==> src/blo_pkg.sv <==
// package: register map, field layout, reset values and timing for the black level block
package blo_pkg;
    // register offsets
    localparam logic [7:0] REG_OFFSET_CH_A   = 8'h09;
    localparam logic [7:0] REG_OFFSET_CH_B   = 8'h0a;
    localparam logic [7:0] REG_OFFSET_CH_C   = 8'h0b;
    localparam logic [7:0] REG_OFFSET_LOW    = 8'h0c;
    localparam logic [7:0] REG_BW_PEAK       = 8'h0d;
    localparam logic [7:0] REG_LINE_TOTAL_A  = 8'h0e;
    localparam logic [7:0] REG_LINE_TOTAL_B  = 8'h0f;
    localparam logic [7:0] REG_PHASE         = 8'h10;
    localparam logic [7:0] REG_START_A       = 8'h14;
    localparam logic [7:0] REG_START_B       = 8'h15;
    localparam logic [7:0] REG_SERVO_CFG     = 8'h17;
    localparam logic [7:0] REG_INPUT_CFG     = 8'h05;
    localparam logic [7:0] REG_SLICER        = 8'h20;
    localparam logic [7:0] REG_DAC_A         = 8'h30;
    localparam logic [7:0] REG_DAC_B         = 8'h31;
    localparam logic [7:0] REG_DAC_C         = 8'h32;
    localparam logic [7:0] REG_DAC_LOW       = 8'h33;
    localparam logic [7:0] REG_STATUS        = 8'h34;
    // field positions
    localparam int RANGE_BIT      = 0;
    localparam int LOW_BITS_LSB   = 2;
    localparam int BW_LSB         = 1;
    localparam int PEAK_LSB       = 4;
    localparam int LOOP_OFF_BIT   = 0;
    localparam int PIXW_LSB       = 2;
    localparam int LINES_LSB      = 4;
    localparam int COAST_GATE_BIT = 5;
    // reset values and servo targets
    localparam logic [7:0] RST_OFFSET    = 8'h80;
    localparam logic [7:0] RST_BW_PEAK   = 8'h0e;
    localparam logic [7:0] RST_ZERO      = 8'h00;
    localparam logic [9:0] DAC_MID       = 10'h200;
    localparam logic [7:0] OUT_BLACK     = 8'h00;
    localparam logic [7:0] OUT_MID       = 8'h80;
    // timing
    localparam int CLK_MHZ          = 20;
    localparam int GLITCH_NS        = 100;
    localparam int GLITCH_CYC_RAW   = (GLITCH_NS * CLK_MHZ) / 1000;
    localparam int GLITCH_CYC       = (GLITCH_CYC_RAW < 1) ? 1 : GLITCH_CYC_RAW;
    localparam int PHASE_STEPS      = 64;
    // register bus request
    typedef struct packed {
        logic [7:0] addr;
        logic [7:0] wdata;
        logic       wr;
        logic       rd;
    } blo_bus_type;
    // three 8-bit samples
    typedef struct packed {
        logic [7:0] c;
        logic [7:0] b;
        logic [7:0] a;
    } blo_pix_type;
    // servo states
    typedef enum logic [2:0] {
        SV_IDLE  = 3'b001,
        SV_DELAY = 3'b010,
        SV_MEAS  = 3'b100
    } blo_sv_type;
endpackage : blo_pkg

==> src/blo_ctrl.sv <==
// black level servo, offset, filter and clock control logic
// Summary of operation
// - bits 3:1 of bandwidth register pick one of eight corners; bit 0 ignored.
// - upper nibble selects peaking; zero disables boost.
// - loop-disable bit zero runs servo; one gives DAC to manual registers.
// - servo on: offset register is a digital add to ADC output.
// - servo off: DAC is offset register high bits plus shared low bits.
// - range bit halves DAC swing in both modes; default spans +-127 LSB.
// - range bit set gives eighth LSB weight, else quarter LSB.
// - servo triggers once per line after sync trailing edge; gated while coasting.
// - measurement starts after start-pixel count following trailing edge.
// - then averages pixel-width-selected pixels into the accumulator.
// - accumulates over selected line count, then derives new 10-bit DAC.
// - pixel clock equals sync rate times line total.
// - sixty-four sampling phase positions chosen by phase register.
// - sync transitions within 100 ns of an accepted one are ignored.
// - three channels each produce an 8-bit sample per pixel.
// - servo moves DAC in quarter-LSB steps, slowly.
// - offset 0x80 gives black output 0x00, or 0x80 on chroma in YUV.
`timescale 1ns/100ps
`default_nettype none
module blo_ctrl
    import blo_pkg::*;
#(
    parameter int PIX_W = 8
) (
    input  wire logic              clk,
    input  wire logic              reset_n,
    input  wire logic [7:0]        addr,
    input  wire logic [7:0]        wdata,
    input  wire logic              wr,
    input  wire logic              rd,
    output logic      [7:0]        rdata,
    input  wire logic              pix_en,
    input  wire logic              hsync_in,
    input  wire logic              coasting,
    input  wire logic              yuv_mode,
    input  wire blo_pix_type       adc_in,
    output blo_pix_type            pix_out,
    output logic      [29:0]       dac_code,
    output logic                   dac_half_range,
    output logic      [2:0]        bw_select,
    output logic      [3:0]        peak_select,
    output logic      [15:0]       line_total_pixels,
    output logic      [5:0]        phase_select,
    output logic      [2:0]        slicer_code,
    output logic                   hsync_clean
);

    // ------------------------------------------------------------
    // state
    // ------------------------------------------------------------
    typedef struct packed {
        logic [7:0]  off_a;
        logic [7:0]  off_b;
        logic [7:0]  off_c;
        logic [7:0]  off_low;
        logic [7:0]  bw_peak;
        logic [7:0]  lt_a;
        logic [7:0]  lt_b;
        logic [7:0]  phase;
        logic [7:0]  st_a;
        logic [7:0]  st_b;
        logic [7:0]  cfg;
        logic [7:0]  in_cfg;
        logic [2:0]  slice;
        logic [7:0]  rdata;
        logic        hs_f;
        logic        hs_prev;
        logic [7:0]  glitch;
        blo_sv_type  sv;
        logic [15:0] cnt;
        logic [35:0] pix_sum;      // three 12-bit sums, room for 16 pixels
        logic [44:0] acc_sum;      // three 15-bit sums, room for 128 lines
        logic [7:0]  lines;
        logic [29:0] dac;
        blo_pix_type pix;
        logic        fire;
    } blo_state_type;

    blo_state_type s_r;
    blo_state_type s_nxt;

    // saturating add of a signed offset to an 8-bit sample
    function automatic logic [7:0] sat_add(input logic [7:0] smp, input logic [7:0] off);
        logic signed [10:0] sum;
        sum = $signed({3'b000, smp}) + $signed({3'b000, off}) - 11'sd128;
        if (sum < 0) begin
            sat_add = 8'h00;
        end else if (sum > 11'sd255) begin
            sat_add = 8'hff;
        end else begin
            sat_add = sum[7:0];
        end
    endfunction : sat_add

    // one quarter-LSB servo step toward the black target, clamped to 10 bits
    function automatic logic [9:0] servo_step(input logic [9:0] cur, input logic [7:0] avg,
                                              input logic [7:0] tgt);
        if (avg > tgt && cur != 10'h000) begin
            servo_step = cur - 10'd1;
        end else if (avg < tgt && cur != 10'h3ff) begin
            servo_step = cur + 10'd1;
        end else begin
            servo_step = cur;
        end
    endfunction : servo_step

    logic [7:0] pix_cnt;
    logic [7:0] line_cnt;
    logic [2:0] pix_sh;
    logic [2:0] line_sh;
    logic       loop_off;
    logic       trail;
    logic [7:0] avg_a;
    logic [7:0] avg_b;
    logic [7:0] avg_c;
    logic [7:0] tgt_ac;

    // ------------------------------------------------------------
    // next state
    // ------------------------------------------------------------
    always_comb begin
        s_nxt    = s_r;
        loop_off = s_r.cfg[LOOP_OFF_BIT];
        pix_sh   = 3'd1 + {1'b0, s_r.cfg[PIXW_LSB +: 2]};        // 2..16 pixels
        pix_cnt  = 8'd1 << pix_sh;
        line_sh  = s_r.cfg[LINES_LSB +: 3];                       // 1..128 lines
        line_cnt = 8'd1 << line_sh;
        trail    = 1'b0;
        avg_a    = 8'h00;
        avg_b    = 8'h00;
        avg_c    = 8'h00;
        tgt_ac   = yuv_mode ? OUT_MID : OUT_BLACK;
        s_nxt.fire  = 1'b0;
        s_nxt.rdata = 8'h00;
        // register bus
        if (wr) begin
            unique case (addr)
                REG_OFFSET_CH_A:  s_nxt.off_a   = wdata;
                REG_OFFSET_CH_B:  s_nxt.off_b   = wdata;
                REG_OFFSET_CH_C:  s_nxt.off_c   = wdata;
                REG_OFFSET_LOW:   s_nxt.off_low = wdata;
                REG_BW_PEAK:      s_nxt.bw_peak = wdata;
                REG_LINE_TOTAL_A: s_nxt.lt_a    = wdata;
                REG_LINE_TOTAL_B: s_nxt.lt_b    = wdata;
                REG_PHASE:        s_nxt.phase   = wdata;
                REG_START_A:      s_nxt.st_a    = wdata;
                REG_START_B:      s_nxt.st_b    = wdata;
                REG_SERVO_CFG:    s_nxt.cfg     = wdata;
                REG_INPUT_CFG:    s_nxt.in_cfg  = wdata;
                REG_SLICER:       s_nxt.slice   = wdata[2:0];
                default: ;
            endcase
        end
        if (rd) begin
            unique case (addr)
                REG_OFFSET_CH_A:  s_nxt.rdata = s_r.off_a;
                REG_OFFSET_CH_B:  s_nxt.rdata = s_r.off_b;
                REG_OFFSET_CH_C:  s_nxt.rdata = s_r.off_c;
                REG_OFFSET_LOW:   s_nxt.rdata = s_r.off_low;
                REG_BW_PEAK:      s_nxt.rdata = s_r.bw_peak;
                REG_LINE_TOTAL_A: s_nxt.rdata = s_r.lt_a;
                REG_LINE_TOTAL_B: s_nxt.rdata = s_r.lt_b;
                REG_PHASE:        s_nxt.rdata = s_r.phase;
                REG_START_A:      s_nxt.rdata = s_r.st_a;
                REG_START_B:      s_nxt.rdata = s_r.st_b;
                REG_SERVO_CFG:    s_nxt.rdata = s_r.cfg;
                REG_INPUT_CFG:    s_nxt.rdata = s_r.in_cfg;
                REG_SLICER:       s_nxt.rdata = {5'h00, s_r.slice};
                REG_DAC_A:        s_nxt.rdata = s_r.dac[9:2];
                REG_DAC_B:        s_nxt.rdata = s_r.dac[19:12];
                REG_DAC_C:        s_nxt.rdata = s_r.dac[29:22];
                REG_DAC_LOW:      s_nxt.rdata = {2'b00, s_r.dac[21:20], s_r.dac[11:10],
                                                 s_r.dac[1:0]};
                REG_STATUS:       s_nxt.rdata = {5'h00, s_r.sv};
                default:          s_nxt.rdata = 8'h00;
            endcase
        end
        // sync glitch filter: lock out for the glitch window after a change
        if (s_r.glitch != 8'h00) begin
            s_nxt.glitch = s_r.glitch - 8'd1;
        end else if (hsync_in != s_r.hs_f) begin
            s_nxt.hs_f   = hsync_in;
            s_nxt.glitch = 8'(GLITCH_CYC - 1);
        end
        s_nxt.hs_prev = s_r.hs_f;
        trail = s_r.hs_prev & ~s_r.hs_f;
        // offset samples when the servo runs, raw samples in manual mode, one per pixel per channel
        if (pix_en) begin
            if (!loop_off) begin
                s_nxt.pix.a = sat_add(adc_in.a, s_r.off_a);
                s_nxt.pix.b = sat_add(adc_in.b, s_r.off_b);
                s_nxt.pix.c = sat_add(adc_in.c, s_r.off_c);
            end else begin
                s_nxt.pix = adc_in;
            end
        end
        // servo sequencer
        unique case (s_r.sv)
            SV_IDLE: begin
                if (trail && !loop_off && (s_r.in_cfg[COAST_GATE_BIT] || !coasting)) begin
                    s_nxt.sv      = SV_DELAY;
                    s_nxt.cnt     = {s_r.st_b, s_r.st_a};
                    s_nxt.pix_sum = '0;
                end
            end
            SV_DELAY: begin
                if (loop_off) begin
                    s_nxt.sv = SV_IDLE;
                end else if (pix_en) begin
                    if (s_r.cnt == 16'h0000) begin
                        s_nxt.sv  = SV_MEAS;
                        s_nxt.cnt = {8'h00, pix_cnt};
                    end else begin
                        s_nxt.cnt = s_r.cnt - 16'd1;
                    end
                end
            end
            SV_MEAS: begin
                if (loop_off) begin
                    s_nxt.sv = SV_IDLE;
                end else if (pix_en) begin
                    s_nxt.pix_sum[11:0]  = s_r.pix_sum[11:0] + {4'h0, adc_in.a};
                    s_nxt.pix_sum[23:12] = s_r.pix_sum[23:12] + {4'h0, adc_in.b};
                    s_nxt.pix_sum[35:24] = s_r.pix_sum[35:24] + {4'h0, adc_in.c};
                    s_nxt.cnt = s_r.cnt - 16'd1;
                    if (s_r.cnt == 16'h0001) begin
                        s_nxt.sv   = SV_IDLE;
                        s_nxt.fire = 1'b1;
                    end
                end
            end
            default: s_nxt.sv = SV_IDLE;
        endcase
        // fold the line average into the accumulator; step the DAC after N lines
        if (s_r.fire) begin
            avg_a = 8'(s_r.pix_sum[11:0] >> pix_sh);
            avg_b = 8'(s_r.pix_sum[23:12] >> pix_sh);
            avg_c = 8'(s_r.pix_sum[35:24] >> pix_sh);
            s_nxt.acc_sum[14:0]  = s_r.acc_sum[14:0] + {7'h00, avg_a};
            s_nxt.acc_sum[29:15] = s_r.acc_sum[29:15] + {7'h00, avg_b};
            s_nxt.acc_sum[44:30] = s_r.acc_sum[44:30] + {7'h00, avg_c};
            s_nxt.lines = s_r.lines + 8'd1;
            if (s_r.lines + 8'd1 >= line_cnt) begin
                avg_a = 8'(({7'h00, avg_a} + s_r.acc_sum[14:0]) >> line_sh);
                avg_b = 8'(({7'h00, avg_b} + s_r.acc_sum[29:15]) >> line_sh);
                avg_c = 8'(({7'h00, avg_c} + s_r.acc_sum[44:30]) >> line_sh);
                s_nxt.dac[9:0]   = servo_step(s_r.dac[9:0], avg_a, tgt_ac);
                s_nxt.dac[19:10] = servo_step(s_r.dac[19:10], avg_b, OUT_BLACK);
                s_nxt.dac[29:20] = servo_step(s_r.dac[29:20], avg_c, tgt_ac);
                s_nxt.acc_sum = '0;
                s_nxt.lines   = 8'h00;
            end
        end
        // manual mode hands the DAC to the registers
        if (loop_off) begin
            s_nxt.dac = {s_r.off_c, s_r.off_low[LOW_BITS_LSB +: 2],
                         s_r.off_b, s_r.off_low[LOW_BITS_LSB +: 2],
                         s_r.off_a, s_r.off_low[LOW_BITS_LSB +: 2]};
            s_nxt.acc_sum = '0;
            s_nxt.lines   = 8'h00;
        end
    end

    // ------------------------------------------------------------
    // registers
    // ------------------------------------------------------------
    always_ff @(posedge clk) begin
        if (!reset_n) begin
            s_r         <= '0;
            s_r.off_a   <= RST_OFFSET;
            s_r.off_b   <= RST_OFFSET;
            s_r.off_c   <= RST_OFFSET;
            s_r.bw_peak <= RST_BW_PEAK;
            s_r.sv      <= SV_IDLE;
            s_r.dac     <= {DAC_MID, DAC_MID, DAC_MID};
        end else begin
            s_r <= s_nxt;
        end
    end

    // ------------------------------------------------------------
    // outputs, all from state flops
    // ------------------------------------------------------------
    assign rdata             = s_r.rdata;
    assign pix_out           = s_r.pix;
    assign dac_code          = s_r.dac;
    assign dac_half_range    = s_r.off_low[RANGE_BIT];
    assign bw_select         = s_r.bw_peak[BW_LSB +: 3];
    assign peak_select       = s_r.bw_peak[PEAK_LSB +: 4];
    assign line_total_pixels = {s_r.lt_b, s_r.lt_a};
    assign phase_select      = s_r.phase[5:0];
    assign slicer_code       = s_r.slice;
    assign hsync_clean       = s_r.hs_f;

    // ------------------------------------------------------------
    // checks
    // ------------------------------------------------------------
    manual_dac_a: assert property (@(posedge clk) disable iff (!reset_n)
        s_r.cfg[0] && !$past(wr) |-> ##1
            dac_code[9:0] == {$past(s_r.off_a), $past(s_r.off_low[3:2])})
        else $error("manual dac code mismatch");
    glitch_hold_a: assert property (@(posedge clk) disable iff (!reset_n)
        $changed(hsync_clean) |=> $stable(hsync_clean))
        else $error("sync changed inside glitch window");
    servo_trig_a: assert property (@(posedge clk) disable iff (!reset_n)
        s_r.sv == SV_IDLE && trail && !s_r.cfg[0] && !s_r.in_cfg[5] && coasting
            |=> s_r.sv == SV_IDLE)
        else $error("servo started while coasting");
    dac_step_a: assert property (@(posedge clk) disable iff (!reset_n)
        !s_r.cfg[0] && !$past(s_r.cfg[0]) |-> (dac_code[9:0] - $past(dac_code[9:0]) <= 10'd1)
            || ($past(dac_code[9:0]) - dac_code[9:0] <= 10'd1))
        else $error("servo dac jumped");
    dac_hold_a: assert property (@(posedge clk) disable iff (!reset_n)
        !s_r.fire && !s_r.cfg[0] |=> $stable(dac_code))
        else $error("dac moved without a servo update");
    sat_add_a: assert property (@(posedge clk) disable iff (!reset_n)
        pix_en && !s_r.cfg[0] && adc_in.a == 8'hff && s_r.off_a >= 8'h80 |=> pix_out.a == 8'hff)
        else $error("offset sample wrapped");
    bw_field_a: assert property (@(posedge clk) disable iff (!reset_n)
        wr && addr == REG_BW_PEAK
            |=> bw_select == $past(wdata[3:1]) && peak_select == $past(wdata[7:4]))
        else $error("bandwidth field not applied");
    start_delay_a: assert property (@(posedge clk) disable iff (!reset_n)
        s_r.sv == SV_DELAY && s_r.cnt != 16'h0000 && !s_r.cfg[0] |=> s_r.sv != SV_MEAS)
        else $error("measurement began before start delay");

endmodule : blo_ctrl
`default_nettype wire

==> config.mk <==
export PLATFORM = sky130hd
export DESIGN_NAME = blo_ctrl
export DESIGN_NICKNAME = d
export VERILOG_FILES = /design/src/blo_pkg.sv /design/src/blo_ctrl.sv
export SDC_FILE = /design/constraint.sdc
export NUM_CORES = 1
export LEC_CHECK = 0
export BUFFER_PORTS_ARGS = -buffer_cell sky130_fd_sc_hd__buf_2
export CORE_MARGIN = 2
export CORE_UTILIZATION = 47
export DETAILED_ROUTE_END_ITERATION = 6
export PLACE_DENSITY_LB_ADDON = 0.12
export SYNTH_ARGS = -nofsm -noshare
export SYNTH_HDL_FRONTEND = slang
export SYNTH_SLANG_ARGS = --single-unit
==> constraint.sdc <==
create_clock -name clk -period 8.25 [get_ports clk]
set_input_delay 2.475 -clock clk [delete_from_list [all_inputs] [get_ports clk]]
set_output_delay 2.475 -clock clk [all_outputs]
set_load 0.01 [all_outputs]
==> metrics.csv, run 1 <==
stage,metric,value,unit
logic_synthesis,Post-synth EDFFs,0,
logic_synthesis,Post-synth top flop,dfxtp_1,
clock_network,CTS resizes,0,
logic_synthesis,main combinational cell family by area after synthesis,compound AO/OA/AOI/OAI gates,
logic_synthesis,Synth area leader,dfxtp_1,
logic_synthesis,number of synthesized register bits,280,
placement,PortBufs,143,
routing,Pre-antenna DRT Iters,7,
logic_synthesis,dominant cells by area after synthesis,"dfxtp_1 (29%), ha_1 (8.0%), a21oi_1 (5.9%)",
floorplanning,core box area,40920,um^2
finish,share of cells above drive strength 1,0.1190,
grt,largest net degree at the start of global routing,101,
timing,Setup TNS,0,ns
clock_network,Worst-path clk slew,0.06,ns
timing,final hold vios,0,
setup_path,CP dominant cell by count,a21oi_1,
timing,Final period util,0.9217,
logic_synthesis,net count after synthesis,2638,
clock_network,setup bufs post-CTS,0,
placement,RePlAce Congestion,0.9284,
floorplanning,# IOs,144,
timing,worst rel slew slack,0.1388,
clock_network,H-tree Lvls,2,
routing,drt via density,6.262,
min_path,Hold Crit Class,reg2reg,
placement,hpwl dp,46890,um
run,max cap viols,0,
power_and_ir_drop,PD cells,162.7,nW/um^2
logic_synthesis,Yosys warning count,0,
setup_path,CP Depth,32,
logic_synthesis,compound-cell area share of the yosys netlist,0.2327,
floorplanning,die width,207.9,um
min_path,hold depth,2,
power_and_ir_drop,Leakage,8.906,nW
routing,number of DRC markers in iteration 0,1885,
logic_synthesis,fraction of registers with async set/reset,0,
timing,"Slew Viols, Final",0,
timing,Fmax,0.1315,GHz
timing,post-route minimum period,7.604,ns
logic_synthesis,post-synthesis adder-cell area fraction,0.09130,
setup_path,Setup Crit Path Kind,reg2reg,
floorplanning,Rows,74,
routing,Final Routed Wirelength,66000,um
finish,Final nets,2609,
logic_synthesis,mux cell area share after synthesis,0.06576,
timing,RSZ-0062 raised after global routing,false,
power_and_ir_drop,Max VDD drop,0.1812,mV
logic_synthesis,post-synth top area share,0.2868,
logic_synthesis,Synth top cells by count,"dfxtp_1 (280), nand2_1 (274), a21oi_1 (230)",
setup_path,CP max FO,23,
status,outcome,finished clean,
placement,dpl cell area,19790,um^2
grt,global route overflow,0,
logic_synthesis,XOR/XNOR Fraction of Synth Area,0.04258,
setup_path,Setup crit start kind,flip-flop,
timing,Final Skew,0.02890,ns
grt,Total GRT Usage,0.2959,
setup_path,Worst Path Required,8.69,ns
logic_synthesis,post-synthesis cell area,19540,um^2
setup_path,slowest CP cell,dfxtp_1,
routing,residual DRC count,0,
placement,post-placement cell count,2919,
routing,Routed Antenna Nets,0,
logic_synthesis,Mapped Cells,2454,
timing,final setup fails,0,
logic_synthesis,post-synthesis sequential area ratio,0.2868,
floorplanning,DIE HEIGHT,207.9,um
logic_synthesis,Post-Synth Simple-Gate Area,0.1954,
floorplanning,die area,43220,um^2
clock_network,# clock sinks,280,
setup_path,Worst Path Arrival,8.04,ns
grt,first-pass GRT wire length,101800,um
setup_path,max incr delay on CP,0.58,ns
logic_synthesis,top-count cell post-synth,dfxtp_1,
routing,vias after detailed routing,18700,
clock_network,Clock Tree Buf Depth,3,
timing,Worst-Margin Slew,1.285,ns
setup_path,worst-case reg-to-reg path depth,32,
timing,WHS,0.4549,ns
setup_path,Buf/Inv on CP,2,
routing,Wirelength per Cell,22.10,um
floorplanning,Initial Util,0.4775,
finish,"Cell Count, Final, Fillers Out",2986,
clock_network,clk_lat worst skew,0.57,ns
setup_path,Top Family by Delay on Critical Path,compound AO/OA/AOI/OAI gates,
finish,final instance area,21050,um^2
grt,vias in the first global route,17480,
setup_path,crit path capture type,flip-flop,
finish,Area growth syn-to-layout,7.696,%
logic_synthesis,mean post-synth cell area,7.963,um^2
clock_network,CTS Root Cell,clkbuf_16,
clock_network,CTS tree,built,
logic_synthesis,synth unique cells,93,
clock_network,# hold bufs at CTS,0,
grt,antenna violations before repair,1,
clock_network,CTS Buf Count,36,
finish,Layout Utilization,0.5142,
==> logic make-up after synthesis <==
| family | count (synthesis) |
|---|---|
| AND/OR/NAND/NOR | 821 |
| multiplexers | 100 |
| AO/OA/AOI/OAI | 701 |
| adder cells (fa/ha/maj) | 136 |
| flip-flops | 280 |
| buffers and inverters | 321 |
| XOR/XNOR | 95 |
==> per-stage QoR <==
step / worst slack, ns / total power (W)
2_1_floorplan: 0.9826 / 0.001676
3_3_place_gp: 0.7549 / 0.001769
3_5_place_dp: 0.5745 / 0.001775
4_1_cts: 0.5062 / 0.003447
5_1_grt: 0.1164 / 0.003539
6_report: 0.6462 / 0.003425
==> per-layer routing <==
| metal | global-route usage | share of wire |
|---|---|---|
| met1 | 0.4067 | 0.44 |
| met2 | 0.4759 | 0.45 |
| met3 | 0.04287 | 0.073 |
| met4 | 0.09978 | 0.031 |
| met5 | 0 | 0 |
==> worst paths after layout <==
check	slack (ns)	start	end
max	0.65	s_r[195]	dac_code[29]
min	0.45	s_r[108]	s_r[108]
max reg2reg	0.65	s_r[195]	dac_code[29]
min reg2reg	0.45	s_r[108]	s_r[108]
==> cell usage in the layout, fill, tap and decap left out, types with 8 or more instances in the layout <==
cell type and instances:
mux2i_1 71, and2_1 10, xor2_1 37, inv_1 83, a22oi_1 58, o21a_1 12, o21bai_1 16, nand3_1 133
nand2b_1 28, a21o_1 31, o211ai_1 21, clkbuf_8 9, fa_1 11, xnor2_1 58, ha_1 125, nand2_1 273
clkbuf_16 37, and3_1 21, or3_1 18, dfxtp_1 278, a31oi_1 20, nor2b_1 23, a221oi_1 15, buf_4 24
o21ai_0 124, a32oi_1 12, or4_1 10, o211a_1 8, nor4_1 13, o21ai_1 11, a22o_1 13, nand4_1 17
o31ai_1 9, buf_2 143, nor3_1 53, mux4_2 22, nor2_1 184, o22ai_1 22, a211oi_1 21, a21oi_1 230
==> state kept, by name, indices dropped and copies added, names as in the netlist <==
register / flops
rdata: 8
dac_code: 30
hsync_clean: 1
phase_select: 6
s_r: 180
bw_select: 3
loop_off: 1
peak_select: 4
pix_out: 24
dac_half_range: 1
slicer_code: 3
line_total_pixels: 16
line_sh: 3
==> worst reg2reg max path, delay by kind of cell, from the launching register on <==
family | cells | cell delay [ns]
flip-flops | 1 | 0.58
adder cells (fa/ha/maj) | 3 | 1.12
AND/OR/NAND/NOR | 7 | 1.41
AO/OA/AOI/OAI | 17 | 3.53
multiplexers | 1 | 0.15
XOR/XNOR | 2 | 0.23
buffers and inverters | 2 | 0.44
==> final cells by class <==
cell class,count,area (um^2)
multi-input combinational,1853,12290
timing repair buffer,167,895.9
inverter,87,329.1
fill,3993,19880
sequential,280,5610
clock inverter,13,176.4
clock buffer,53,1076
antenna,1,2.502
tap,532,665.6
==> power breakdown <==
| part | leakage (nW) | switching (W) | total (W) | internal (W) |
|---|---|---|---|---|
| Clock | 0.624 | 0.000668 | 0.00168 | 0.00101 |
| Combinational | 6.02 | 0.000213 | 0.000337 | 0.000124 |
| Sequential | 2.26 | 0.0000274 | 0.00141 | 0.00138 |
Power figures use the tool's default switching activity.
==> run 2, diff against run 1 <==
- CELL_PAD_IN_SITES_DETAIL_PLACEMENT: not set -> 0
- CELL_PAD_IN_SITES_GLOBAL_PLACEMENT: not set -> 1
- CORE_UTILIZATION: 47 -> 46
==> run 2 against run 1 <==
Effect of this change: the flow now finishes with violations (DRC); cell area down 0.26%; non-clock buffer count grew 4; clock power fell by 6%; register-to-register slack about the same; global-route usage up 0.64 points; utilization decreased by 1.4 points; final cell count grew 0.20%; maximum frequency about the same; critical path type unchanged.
==> metrics.csv, run 2 (synthesized netlist as in run 1, its figures left out) <==
stage,metric,value,unit
floorplanning,die width,210.1,um
setup_path,Worst Path Required,8.70,ns
finish,Reg area,5609,um^2
setup_path,slowest CP cell,dfxtp_2,
floorplanning,core box area,41950,um^2
timing,Setup TNS,0,ns
setup_path,Worst Path Arrival,8.05,ns
clock_network,H-tree Lvls,2,
finish,largest register by flop count,s_r,
grt,global route overflow,0,
floorplanning,die area,44150,um^2
placement,DP Worst Slack,0.4840,ns
placement,PortBufs,143,
clock_network,Clock Tree Buf Depth,3,
clock_network,setup bufs post-CTS,0,
routing,Wirelength per Cell,22.72,um
min_path,hold endpoint,s_r[190],
finish,most frequent cells in the layout,"dfxtp_1 (277), nand2_1 (273), a21oi_1 (230)",
setup_path,Top Family by Delay on Critical Path,compound AO/OA/AOI/OAI gates,
clock_network,clk_lat worst skew,0.57,ns
routing,Routed Antenna Nets,0,
routing,Final Routed Wirelength,67970,um
finish,diode count,0,
setup_path,Reg2Reg Capture Point,dac_code[29],
floorplanning,Rows,75,
timing,final hold vios,0,
setup_path,worst-case reg-to-reg path depth,33,
finish,Area growth syn-to-layout,7.414,%
timing,post-route minimum period,7.598,ns
clock_network,CTS Root Cell,clkbuf_16,
clock_network,CTS Buf Count,35,
power_and_ir_drop,Max VDD drop,0.1318,mV
setup_path,worst reg2reg setup slack,0.65,ns
timing,"Slew Viols, Final",0,
placement,hpwl dp,48720,um
min_path,Hold Crit Class,reg2reg,
placement,RePlAce Congestion,0.9319,
setup_path,CP dominant cell by count,a21oi_1,
placement,dpl cell area,19830,um^2
finish,share of cells above drive strength 1,0.1186,
timing,final setup fails,0,
setup_path,CP max FO,17,
setup_path,Buf/Inv on CP,2,
min_path,Hold Path Origin,s_r[190],
setup_path,Setup crit start kind,flip-flop,
timing,Final period util,0.9210,
floorplanning,DIE HEIGHT,210.1,um
routing,Pre-antenna DRT Iters,7,
power_and_ir_drop,PD cells,158.9,nW/um^2
grt,antenna violations before repair,1,
floorplanning,Initial Util,0.4659,
timing,worst rel slew slack,0.2070,
grt,vias in the first global route,17460,
power_and_ir_drop,Leakage,8.866,nW
grt,Total GRT Usage,0.3022,
setup_path,crit path capture type,flip-flop,
grt,first-pass GRT wire length,103900,um
routing,vias after detailed routing,18590,
finish,area of the multi-input gates,12290,um^2
routing,number of DRC markers in iteration 0,1718,
timing,Final WS setup,0.6517,ns
finish,"most common cell after layout, fill and taps aside",dfxtp_1,
finish,final instance area,20990,um^2
timing,Final Skew,0.02411,ns
finish,Largest register FFs,180,
setup_path,RR Startpoint,s_r[195],
finish,fillers,4137,
status,failing checks,DRC,
timing,Worst-Margin Slew,1.183,ns
run,max cap viols,0,
routing,residual DRC count,1,
clock_network,Worst-path clk slew,0.06,ns
min_path,hold depth,2,
setup_path,max incr delay on CP,0.59,ns
timing,RSZ-0062 raised after global routing,false,
floorplanning,# IOs,144,
clock_network,# clock sinks,280,
grt,largest net degree at the start of global routing,66,
clock_network,CTS tree,built,
routing,drt via density,6.214,
setup_path,Setup Crit Path Kind,reg2reg,
status,outcome,"complete, but fails checks",
timing,Fmax,0.1316,GHz
finish,Final nets,2612,
## run 2: changes by cell type in the layout (fill, tap and decap cells not counted), moves of 2 or more
cell        before  now
clkinv_2         7    4
clkbuf_16       37   35
clkinvlp_4       0    2
clkinv_8         0    2
dfxtp_2          1    3
buf_4           24   28
## run 2: worst max-delay path by stage
stage | startpoint | to | slack, ns | cells past startpoint
global placement | s_r[195] | dac_code[29] | 0.66 | 33
CTS | s_r[195] | dac_code[29] | 0.46 | 31
global route | s_r[195] | dac_code[29] | 0.17 | 33
finish | s_r[195] | dac_code[29] | 0.65 | 33
detailed placement | s_r[195] | dac_code[29] | 0.48 | 31
floorplan | s_r[194] | dac_code[29] | 0.98 | 35
## run 2: where the power goes
| group | total [W] | leakage [nW] | internal [W] | switching, W |
|---|---|---|---|---|
| Clock | 0.00158 | 0.566 | 0.000926 | 0.000657 |
| Sequential | 0.00141 | 2.26 | 0.00138 | 0.0000282 |
| Combinational | 0.000342 | 6.04 | 0.000124 | 0.000218 |
## run 2: final cells by class
type,instances,area share
clock buffers,51,0.04840
clock inverters,11,0.007034
inverters,87,0.01568
multi-input cells,1853,0.5854
flip-flops and latches,280,0.2672
well taps,539,0.03213
repair buffers,171,0.04411
## run 2: worst reg2reg max path, delay by kind of cell (launching register included)
family                     cells  cell delay, ns
and+or+nand+nor                7            1.38
adders and majority gates      4            1.34
muxes                          1            0.25
xor gates and xnor gates       2            0.23
DFF                            1            0.59
buffers and inverters          2            0.11
AOI/OAI and AO/OA             17            3.59
## run 2: metal layers
layer	vias to the layer above	routed length [um]	track usage
met3	100	4588	0.04544
met5	-	9	0
met4	2	1604	0.08193
li1	8790	-	-
met2	655	31800	0.5071
met1	9046	29970	0.4052
## run 2: timing repair
action / CTS / global route
hold buffers: 0 / 0
gates resized for setup: 0 / 1
setup endpoints to repair: 0 / 1
## run 2: per-stage QoR
step / power, W / std cells / utilization / hold slack [ns]
after floorplan: 0.001676 / 2454 / - / 0.4320
after global placement: 0.001773 / 2930 / 0.4726 / 0.4420
after detailed placement: 0.001780 / 2930 / 0.4726 / 0.4472
after CTS: 0.003366 / 2992 / 0.5004 / 0.4550
after global routing: 0.003455 / 2992 / 0.5004 / 0.4770
final: 0.003336 / 2992 / 0.5004 / 0.4586
